File: src/verilog/wsf_pkg.sv
// Constants, types and helpers shared by the wakeup source flag block
package wsf_pkg;

  // ----------------------------------------------------------------
  // Sizes
  // ----------------------------------------------------------------
  localparam int N_PINS = 8;
  localparam int N_MODS = 8;
  localparam int DATA_W = 8;
  localparam int ADDR_W = 8;
  localparam int EN_W   = 2;
  localparam int IRQ_W  = 2;

  // ----------------------------------------------------------------
  // Register offsets
  // ----------------------------------------------------------------
  localparam logic [ADDR_W-1:0] OFS_PIN_EN_LO = 8'h00;
  localparam logic [ADDR_W-1:0] OFS_PIN_EN_HI = 8'h01;
  localparam logic [ADDR_W-1:0] OFS_MOD_EN    = 8'h02;
  localparam logic [ADDR_W-1:0] OFS_PIN_FLAG  = 8'h03;
  localparam logic [ADDR_W-1:0] OFS_SRC_FLAG  = 8'h04;
  localparam logic [ADDR_W-1:0] OFS_IRQ_STAT  = 8'h10;
  localparam logic [ADDR_W-1:0] OFS_IRQ_MASK  = 8'h11;

  // ----------------------------------------------------------------
  // Reset values and field positions
  // ----------------------------------------------------------------
  localparam logic [DATA_W-1:0] RST_BYTE    = 8'h00;
  localparam logic [IRQ_W-1:0]  RST_IRQ     = 2'h0;
  localparam int                IRQ_PIN_BIT = 0;
  localparam int                IRQ_SRC_BIT = 1;
  localparam int                PINS_PER_EN = DATA_W / EN_W;

  // ----------------------------------------------------------------
  // Pin enable field encodings
  // ----------------------------------------------------------------
  typedef enum logic [EN_W-1:0] {
    EDGE_OFF  = 2'h0,
    EDGE_RISE = 2'h1,
    EDGE_FALL = 2'h2,
    EDGE_ANY  = 2'h3
  } wsf_edge_sel_e;

  // ----------------------------------------------------------------
  // Register port request
  // ----------------------------------------------------------------
  typedef struct packed {
    logic [ADDR_W-1:0] addr;
    logic [DATA_W-1:0] wdata;
    logic              wr;
    logic              rd;
  } wsf_bus_s;

  // ----------------------------------------------------------------
  // Edge match for one pin under its enable field
  // ----------------------------------------------------------------
  function automatic logic edge_hit(logic [EN_W-1:0] sel, logic rise, logic fall);
    logic hit;
    hit = 1'b0;
    case (sel)
      EDGE_RISE: hit = rise;
      EDGE_FALL: hit = fall;
      EDGE_ANY:  hit = rise | fall;
      default:   hit = 1'b0;
    endcase
    return hit;
  endfunction

endpackage

File: src/verilog/wsf_top.sv
// Wakeup source flag unit: pin and internal source flags with register port
//
// The register offsets and the strobed register port were left to the implementer.
`timescale 1ns/1ps
module wsf_top (
  // Clock, reset, enable
  input  wire logic                         CLOCK,
  input  wire logic                         RST_N,
  input  wire logic                         CE,
  // Register port
  input  wire logic [wsf_pkg::ADDR_W-1:0]   ADDR,
  input  wire logic [wsf_pkg::DATA_W-1:0]   WDATA,
  input  wire logic                         WR,
  input  wire logic                         RD,
  output logic      [wsf_pkg::DATA_W-1:0]   RDATA,
  // External wakeup pins, asynchronous
  input  wire logic [wsf_pkg::N_PINS-1:0]   WAKE_PIN,
  // Peripheral wake flags, same clock
  input  wire logic [wsf_pkg::N_MODS-1:0]   MOD_FLAG,
  // Power mode state from the mode controller
  input  wire logic                         LOW_LEAK_MODE,
  // Wake request and interrupt
  output logic                              WAKE_REQ,
  output logic                              IRQ
);

  // ----------------------------------------------------------------
  // Declarations
  // ----------------------------------------------------------------
  wsf_pkg::wsf_bus_s                        bus;
  logic [wsf_pkg::N_PINS-1:0]               pin_sync;
  logic [wsf_pkg::N_PINS-1:0]               pin_hit;
  logic [wsf_pkg::N_PINS*wsf_pkg::EN_W-1:0] pin_en;

  // Configuration registers
  logic [wsf_pkg::DATA_W-1:0] pin_en_lo;
  logic [wsf_pkg::DATA_W-1:0] pin_en_hi;
  logic [wsf_pkg::DATA_W-1:0] mod_en;
  logic [wsf_pkg::DATA_W-1:0] next_pin_en_lo;
  logic [wsf_pkg::DATA_W-1:0] next_pin_en_hi;
  logic [wsf_pkg::DATA_W-1:0] next_mod_en;

  // Flag registers
  logic [wsf_pkg::N_PINS-1:0] pin_wake_flag;
  logic [wsf_pkg::N_PINS-1:0] next_pin_wake_flag;
  logic [wsf_pkg::N_MODS-1:0] internal_source_wake_flag;
  logic [wsf_pkg::N_MODS-1:0] mod_wake_prev;
  logic [wsf_pkg::N_MODS-1:0] next_mod_wake_prev;

  // Event terms
  logic [wsf_pkg::N_PINS-1:0] pin_set;
  logic [wsf_pkg::N_PINS-1:0] pin_clr;
  logic [wsf_pkg::N_MODS-1:0] mod_wake;
  logic                       pin_evt;
  logic                       src_evt;

  // Interrupt registers
  logic [wsf_pkg::IRQ_W-1:0]  irq_stat;
  logic [wsf_pkg::IRQ_W-1:0]  irq_mask;
  logic [wsf_pkg::IRQ_W-1:0]  next_irq_stat;
  logic [wsf_pkg::IRQ_W-1:0]  next_irq_mask;
  logic [wsf_pkg::IRQ_W-1:0]  irq_evt;

  // Output registers
  logic [wsf_pkg::DATA_W-1:0] next_rdata;
  logic                       next_wake_req;
  logic                       next_irq;

  // Address decode
  logic hit_pin_en_lo;
  logic hit_pin_en_hi;
  logic hit_mod_en;
  logic hit_pin_flag;
  logic hit_irq_stat;
  logic hit_irq_mask;

  // ----------------------------------------------------------------
  // Register port grouping and decode
  // ----------------------------------------------------------------

  // Bundle the port request
  assign bus.addr  = ADDR;
  assign bus.wdata = WDATA;
  assign bus.wr    = WR;
  assign bus.rd    = RD;

  // Strobe hit on one register offset, only while clocks are enabled
  function automatic logic reg_hit(logic                       en,
                                   logic                       strobe,
                                   logic [wsf_pkg::ADDR_W-1:0] addr,
                                   logic [wsf_pkg::ADDR_W-1:0] ofs);
    return en & strobe & (addr == ofs);
  endfunction

  // Write decode, gated by clock enable
  assign hit_pin_en_lo = reg_hit(CE, bus.wr, bus.addr, wsf_pkg::OFS_PIN_EN_LO);
  assign hit_pin_en_hi = reg_hit(CE, bus.wr, bus.addr, wsf_pkg::OFS_PIN_EN_HI);
  assign hit_mod_en    = reg_hit(CE, bus.wr, bus.addr, wsf_pkg::OFS_MOD_EN);
  assign hit_pin_flag  = reg_hit(CE, bus.wr, bus.addr, wsf_pkg::OFS_PIN_FLAG);
  assign hit_irq_mask  = reg_hit(CE, bus.wr, bus.addr, wsf_pkg::OFS_IRQ_MASK);

  // Read of the status register clears it
  assign hit_irq_stat  = reg_hit(CE, bus.rd, bus.addr, wsf_pkg::OFS_IRQ_STAT);

  // ----------------------------------------------------------------
  // Pin input path
  // ----------------------------------------------------------------

  // Two flops ahead of any logic on the pins
  wsf_sync #(
    .W (wsf_pkg::N_PINS)
  ) u_sync (
    .clk     (CLOCK),
    .rst_n   (RST_N),
    .ce      (CE),
    .d_async (WAKE_PIN),
    .q       (pin_sync)
  );

  // Enable fields: low byte pins 0..3, high byte pins 4..7
  assign pin_en = {pin_en_hi, pin_en_lo};

  // Edge detection per selected mode
  wsf_pin_detect #(
    .N (wsf_pkg::N_PINS)
  ) u_detect (
    .clk       (CLOCK),
    .rst_n     (RST_N),
    .ce        (CE),
    .pin_sync  (pin_sync),
    .en_fields (pin_en),
    .hit       (pin_hit)
  );

  // ----------------------------------------------------------------
  // Configuration registers
  // ----------------------------------------------------------------

  // Pin enable and module enable next values
  always_comb begin
    next_pin_en_lo = hit_pin_en_lo ? bus.wdata : pin_en_lo;
    next_pin_en_hi = hit_pin_en_hi ? bus.wdata : pin_en_hi;
    next_mod_en    = hit_mod_en    ? bus.wdata : mod_en;
  end

  // Configuration storage
  always_ff @(posedge CLOCK or negedge RST_N) begin
    if (!RST_N) begin
      pin_en_lo <= wsf_pkg::RST_BYTE;
      pin_en_hi <= wsf_pkg::RST_BYTE;
      mod_en    <= wsf_pkg::RST_BYTE;
    end else begin
      pin_en_lo <= next_pin_en_lo;
      pin_en_hi <= next_pin_en_hi;
      mod_en    <= next_mod_en;
    end
  end

  // ----------------------------------------------------------------
  // Wake flags
  // ----------------------------------------------------------------

  // Mirror of peripheral flags, never stored here
  assign internal_source_wake_flag = MOD_FLAG;

  // Pin and internal wake terms, only while in a low-leakage mode
  always_comb begin
    pin_set  = pin_hit & {wsf_pkg::N_PINS{LOW_LEAK_MODE & CE}};
    pin_clr  = hit_pin_flag ? bus.wdata : '0;
    mod_wake = internal_source_wake_flag & mod_en
             & {wsf_pkg::N_MODS{LOW_LEAK_MODE}};
  end

  // Flag next values: set beats clear, clear only where a 1 is written
  always_comb begin
    next_pin_wake_flag = (pin_wake_flag & ~pin_clr) | pin_set;
    next_mod_wake_prev = CE ? mod_wake : mod_wake_prev;
    pin_evt            = |pin_set;
    src_evt            = CE & |(mod_wake & ~mod_wake_prev);
  end

  // Flag storage, cleared by the full chip reset; pin flags also cleared where a 1 is written
  always_ff @(posedge CLOCK or negedge RST_N) begin
    if (!RST_N) begin
      pin_wake_flag <= '0;
      mod_wake_prev <= '0;
    end else begin
      pin_wake_flag <= next_pin_wake_flag;
      mod_wake_prev <= next_mod_wake_prev;
    end
  end

  // ----------------------------------------------------------------
  // Interrupt status and mask
  // ----------------------------------------------------------------

  // Sticky status, read clears, new event wins over the clear
  always_comb begin
    irq_evt                       = '0;
    irq_evt[wsf_pkg::IRQ_PIN_BIT] = pin_evt;
    irq_evt[wsf_pkg::IRQ_SRC_BIT] = src_evt;
    next_irq_stat = (hit_irq_stat ? wsf_pkg::RST_IRQ : irq_stat) | irq_evt;
    next_irq_mask = hit_irq_mask ? bus.wdata[wsf_pkg::IRQ_W-1:0] : irq_mask;
    next_irq      = CE ? |(next_irq_stat & next_irq_mask) : IRQ;
  end

  // Status and mask storage
  always_ff @(posedge CLOCK or negedge RST_N) begin
    if (!RST_N) begin
      irq_stat <= wsf_pkg::RST_IRQ;
      irq_mask <= wsf_pkg::RST_IRQ;
      IRQ      <= 1'b0;
    end else begin
      irq_stat <= next_irq_stat;
      irq_mask <= next_irq_mask;
      IRQ      <= next_irq;
    end
  end

  // ----------------------------------------------------------------
  // Wake request to the power mode controller
  // ----------------------------------------------------------------

  // Pulse on any enabled pin edge or new internal wake in low-leakage mode
  always_comb begin
    if (CE) begin
      next_wake_req = pin_evt | src_evt;
    end else begin
      next_wake_req = WAKE_REQ;
    end
  end

  // Wake request register
  always_ff @(posedge CLOCK or negedge RST_N) begin
    if (!RST_N) begin
      WAKE_REQ <= 1'b0;
    end else begin
      WAKE_REQ <= next_wake_req;
    end
  end

  // ----------------------------------------------------------------
  // Read data
  // ----------------------------------------------------------------

  // Read mux; data stands one cycle after the strobe, zero otherwise while CE is high, held while CE is low
  always_comb begin
    next_rdata = '0;
    if (!CE) begin
      next_rdata = RDATA;
    end else if (bus.rd) begin
      case (bus.addr)
        wsf_pkg::OFS_PIN_EN_LO: next_rdata = pin_en_lo;
        wsf_pkg::OFS_PIN_EN_HI: next_rdata = pin_en_hi;
        wsf_pkg::OFS_MOD_EN:    next_rdata = mod_en;
        wsf_pkg::OFS_PIN_FLAG:  next_rdata = pin_wake_flag;
        wsf_pkg::OFS_SRC_FLAG:  next_rdata = internal_source_wake_flag;
        wsf_pkg::OFS_IRQ_STAT:  next_rdata[wsf_pkg::IRQ_W-1:0] = irq_stat;
        wsf_pkg::OFS_IRQ_MASK:  next_rdata[wsf_pkg::IRQ_W-1:0] = irq_mask;
        default:                next_rdata = '0;
      endcase
    end
  end

  // Read data register
  always_ff @(posedge CLOCK or negedge RST_N) begin
    if (!RST_N) begin
      RDATA <= wsf_pkg::RST_BYTE;
    end else begin
      RDATA <= next_rdata;
    end
  end

endmodule

File: src/verilog/wsf_sync.sv
// Two flip-flop synchroniser for asynchronous wakeup pins
`timescale 1ns/1ps
module wsf_sync #(
  parameter int W = 8
) (
  // Clock, reset, enable
  input  wire logic         clk,
  input  wire logic         rst_n,
  input  wire logic         ce,
  // Data
  input  wire logic [W-1:0] d_async,
  output logic      [W-1:0] q
);

  logic [W-1:0] meta;
  logic [W-1:0] next_meta;
  logic [W-1:0] next_q;

  // Next values: first stage feeds only the second
  always_comb begin
    next_meta = ce ? d_async : meta;
    next_q    = ce ? meta : q;
  end

  // Stage registers
  always_ff @(posedge clk or negedge rst_n) begin
    if (!rst_n) begin
      meta <= '0;
      q    <= '0;
    end else begin
      meta <= next_meta;
      q    <= next_q;
    end
  end

endmodule

File: src/verilog/wsf_pin_detect.sv
// Per-pin edge detector selected by the two-bit enable fields
`timescale 1ns/1ps
module wsf_pin_detect #(
  parameter int N = 8
) (
  // Clock, reset, enable
  input  wire logic                       clk,
  input  wire logic                       rst_n,
  input  wire logic                       ce,
  // Synchronised pins and enable fields
  input  wire logic [N-1:0]               pin_sync,
  input  wire logic [N*wsf_pkg::EN_W-1:0] en_fields,
  // Detected wake edges
  output logic      [N-1:0]               hit
);

  // Two sync stages plus one held sample must fill before an edge counts
  localparam int WARM_W = 3;

  logic [N-1:0]      prev;
  logic [WARM_W-1:0] warm;
  logic [N-1:0]      next_prev;
  logic [WARM_W-1:0] next_warm;

  // Edge match; reset zeros in the pipeline never pass as an edge
  always_comb begin
    next_prev = ce ? pin_sync : prev;
    next_warm = ce ? {warm[WARM_W-2:0], 1'b1} : warm;
    for (int i = 0; i < N; i++) begin
      hit[i] = warm[WARM_W-1] & wsf_pkg::edge_hit(en_fields[i*wsf_pkg::EN_W +: wsf_pkg::EN_W],
                                                  pin_sync[i] & ~prev[i],
                                                  ~pin_sync[i] & prev[i]);
    end
  end

  // Previous sample
  always_ff @(posedge clk or negedge rst_n) begin
    if (!rst_n) begin
      prev <= '0;
      warm <= '0;
    end else begin
      prev <= next_prev;
      warm <= next_warm;
    end
  end

endmodule

File: config.mk
export PLATFORM = sky130hd
export DESIGN_NAME = wsf_top
export DESIGN_NICKNAME = d
export VERILOG_FILES = /design/src/verilog/wsf_pkg.sv /design/src/verilog/wsf_top.sv /design/src/verilog/wsf_sync.sv /design/src/verilog/wsf_pin_detect.sv
export SDC_FILE = /design/constraint.sdc
export NUM_CORES = 1
export LEC_CHECK = 0
export ABC_CLOCK_PERIOD_IN_PS = 3400
export BUFFER_PORTS_ARGS = -buffer_cell sky130_fd_sc_hd__buf_2
export CORE_ASPECT_RATIO = 0.75
export CORE_UTILIZATION = 40
export DETAILED_ROUTE_END_ITERATION = 7
export PLACE_DENSITY = 0.64
export SETUP_SLACK_MARGIN = 0.05
export SYNTH_ARGS = -nofsm -noshare
export SYNTH_HDL_FRONTEND = slang
export SYNTH_SLANG_ARGS = --single-unit
File: constraint.sdc
create_clock -name CLOCK -period 3.4 [get_ports CLOCK]
set_input_delay 0.34 -clock CLOCK [delete_from_list [all_inputs] [get_ports CLOCK]]
set_output_delay 0.34 -clock CLOCK [all_outputs]
set_load 0.01 [all_outputs]
==> flow_metrics.py <==
metrics = {
    "run_status": {
        "status": "finished clean",
    },
    "critical_path": {
        "crit_arrival_ps": 2440,
        "reg2reg_slack_ps": 1190,
        "worst-path-max-fanout": 3,
        "end_kind": "register",
        "worst_path_largest_cell_delay_ps": 560,
        "critPathTopFamily": "compound AO/OA/AOI/OAI gates",
        "cp-start-kind": "register",
        "worstPathRequired_ps": 3630,
        "worst-path-buf-inv": 1,
        "critPathSlowestCell": "nor4_1",
        "crit_type": "register to register",
        "cp_cell_sequence": "inv_1 > ha_1 > nor2b_1 > o21ai_0 > o2111ai_1 > nor4_1 > o2bb2ai_1 > a21bo_2",
    },
    "finish": {
        "final_util_pct": 48.8,
        "antenna_cells": 0,
        "final_cell_area_um2": 4790,
        "nets": 475,
        "final_layout_size_suffix_gt1_share_pct": 25.2,
        "fin_cells": 556,
        "fillers": 906,
        "syn2layout_area_growth_pct": 16.8,
    },
    "synth": {
        "synth_seq_cells": 81,
        "synthArstFlopShare_pct": 100,
        "synth-seq-area-share_pct": 49.5,
        "synth_ff_type": "dfrtp_1",
        "synth_area_per_cell_um2": 11.0,
        "netlist_area_um2": 4100,
        "synth_top_area_cell": "dfrtp_1",
        "synth_top_cell_area_share_pct": 49.5,
        "synth_edf_count": 0,
        "netlist_instances": 374,
        "yosysMostFrequentCell": "dfrtp_1",
        "syn_nets": 428,
        "yosys-top-cells-area": "dfrtp_1 49%, mux2_2 9.6%, ha_1 4.9%",
        "yosysUniqueCellTypes": 43,
        "yosys-top-cells-count": "81 x dfrtp_1, 38 x nand2_1, 35 x mux2_2, 33 x inv_1, 30 x o21ai_0",
        "synth_warnings": 0,
    },
    "global_route": {
        "antenna_found_initial": 0,
        "grtUsageTotal_pct": 18.6,
        "grt_pass1_wl_mm": 14.9,
        "grt_pass1_vias": 2858,
        "grt_max_degree": 82,
        "grt-ovfl-total": 0,
    },
    "clocking": {
        "cts.repair.resized": 0,
        "cts_tree": "yes",
        "h-tree-depth": 3,
        "clk_path_buf_depth": 2,
        "cts_root_buf": "clkbuf_16",
        "path_clk_slew_ps": 60,
        "clock_latency_ps": 340,
        "postCtsSetupBuffers": 0,
        "numCtsBuffers": 9,
        "hold_buffers": 0,
        "clock-sinks": 81,
    },
    "timing": {
        "finalMaxSlewViolations": 0,
        "rsz0062_at_grt": "false",
        "post-route-period-util_pct": 65.0,
        "fin_crit_ps": 2210,
        "setup_tns_ps": 0,
        "hold_viol_final": 0,
        "fmax_mhz": 452,
        "setup_viol": 0,
        "layout_setup_ws_ps": 1190,
        "fin_skew_ps": 6.48,
        "whs_ps": 161,
        "slew-limit-headroom_pct": 34.0,
        "tightest_slew_ps": 990,
    },
    "placement": {
        "hpwlAfterDp_mm": 6.65,
        "portBuffers": 47,
        "dp_slack_ps": 1080,
        "place_congestion": 0.806,
        "placed_cell_area_um2": 4460,
        "dp_cells": 542,
    },
    "floorplanning": {
        "fp-row-count": 31,
        "core_um2": 9810,
        "boundaryPins": 48,
        "die_y_um": 89.7,
        "die_area_um2": 10700,
        "floorplan.initialDensity_pct": 41.8,
        "dieWidth_um": 119,
    },
    "power_and_ir_drop": {
        "power_density_nw_per_um2": 500,
        "power_leakage_nw": 2.24,
        "fin_total_pwr_mw": 2.39,
        "vdd_drop_max_mv": 0.335,
    },
    "route": {
        "first_pass_iters": 4,
        "drc": 0,
        "ant_nets": 0,
        "wl_per_cell_um": 16.3,
        "vias": 2970,
        "vias_per_cell": 5.34,
        "drt_iter0_drc": 150,
        "wirelength_mm": 9.08,
    },
    "flow_run": {
        "maxCapViolCount": 0,
    },
    "worst_hold_path": {
        "hp-class": "primary input to async pin",
    },
}
==> layer usage <==
layer | share of wire [%] | global-route usage [%] | up-vias
met2 | 41 | 27.4 | 97
met5 | 0 | 0 | -
met3 | 7.7 | 5.81 | 13
li1 | - | - | 1438
met4 | 1.3 | 5.87 | 0
met1 | 50 | 26.3 | 1422
==> layout by cell type, fill, tap and decap left out, types with 2 or more instances in the layout <==
master,n
nor2_1,9
o2bb2ai_1,7
a22o_1,7
nand3b_1,6
buf_4,2
a2111oi_0,2
a22oi_1,2
and3_1,3
buf_2,46
nand3_1,7
inv_1,33
nand2_1,38
o22ai_1,14
a221oi_1,6
clkbuf_16,9
bufinv_16,3
o2111ai_1,4
nor2b_1,17
dfrtp_1,81
mux2i_1,13
a21o_1,5
o221ai_1,2
o21ai_0,30
ha_1,16
mux2_2,35
nand3_4,2
nor3_4,3
a21oi_1,5
==> where the power goes <==
part	internal (mW)	total [mW]	switching (mW)
Combinational	0.0995	0.228	0.128
Sequential	1.03	1.08	0.0518
Clock	0.710	1.08	0.373
==> area by class of cell <==
cell class	count	area (um^2)	area share (%)
tap	132	165	3.45
inverter	33	124	2.59
timing repair buffer	48	245	5.12
sequential	81	2030	42.3
multi-input combinational	248	1890	39.6
clock buffer	9	225	4.70
clock inverter	5	106	2.22
==> path summary, 6_finish.rpt <==
| kind | cells past startpoint | endpoint | from |
|---|---|---|---|
| min reg2reg | 1 | u_detect.warm[0] | u_detect.warm[0] |
| max reg2reg | 8 | IRQ | u_sync.q[4] |
| min | 1 | RDATA[1] | RST_N |
| max in group asynchronous | 1 | u_detect.prev[3] | RST_N |
| max | 8 | IRQ | u_sync.q[4] |
| min in group CLOCK | 2 | u_sync.meta[1] | WAKE_PIN[1] |
==> cells by family after synthesis <==
group	synth area share, %
AOI/OAI and AO/OA	14.7
adders and majority gates	4.89
buffers and inverters	4.31
DFF	49.5
muxes	13.1
and+or+nand+nor	13.5
Note: power is estimated with default switching activity, not from simulation.
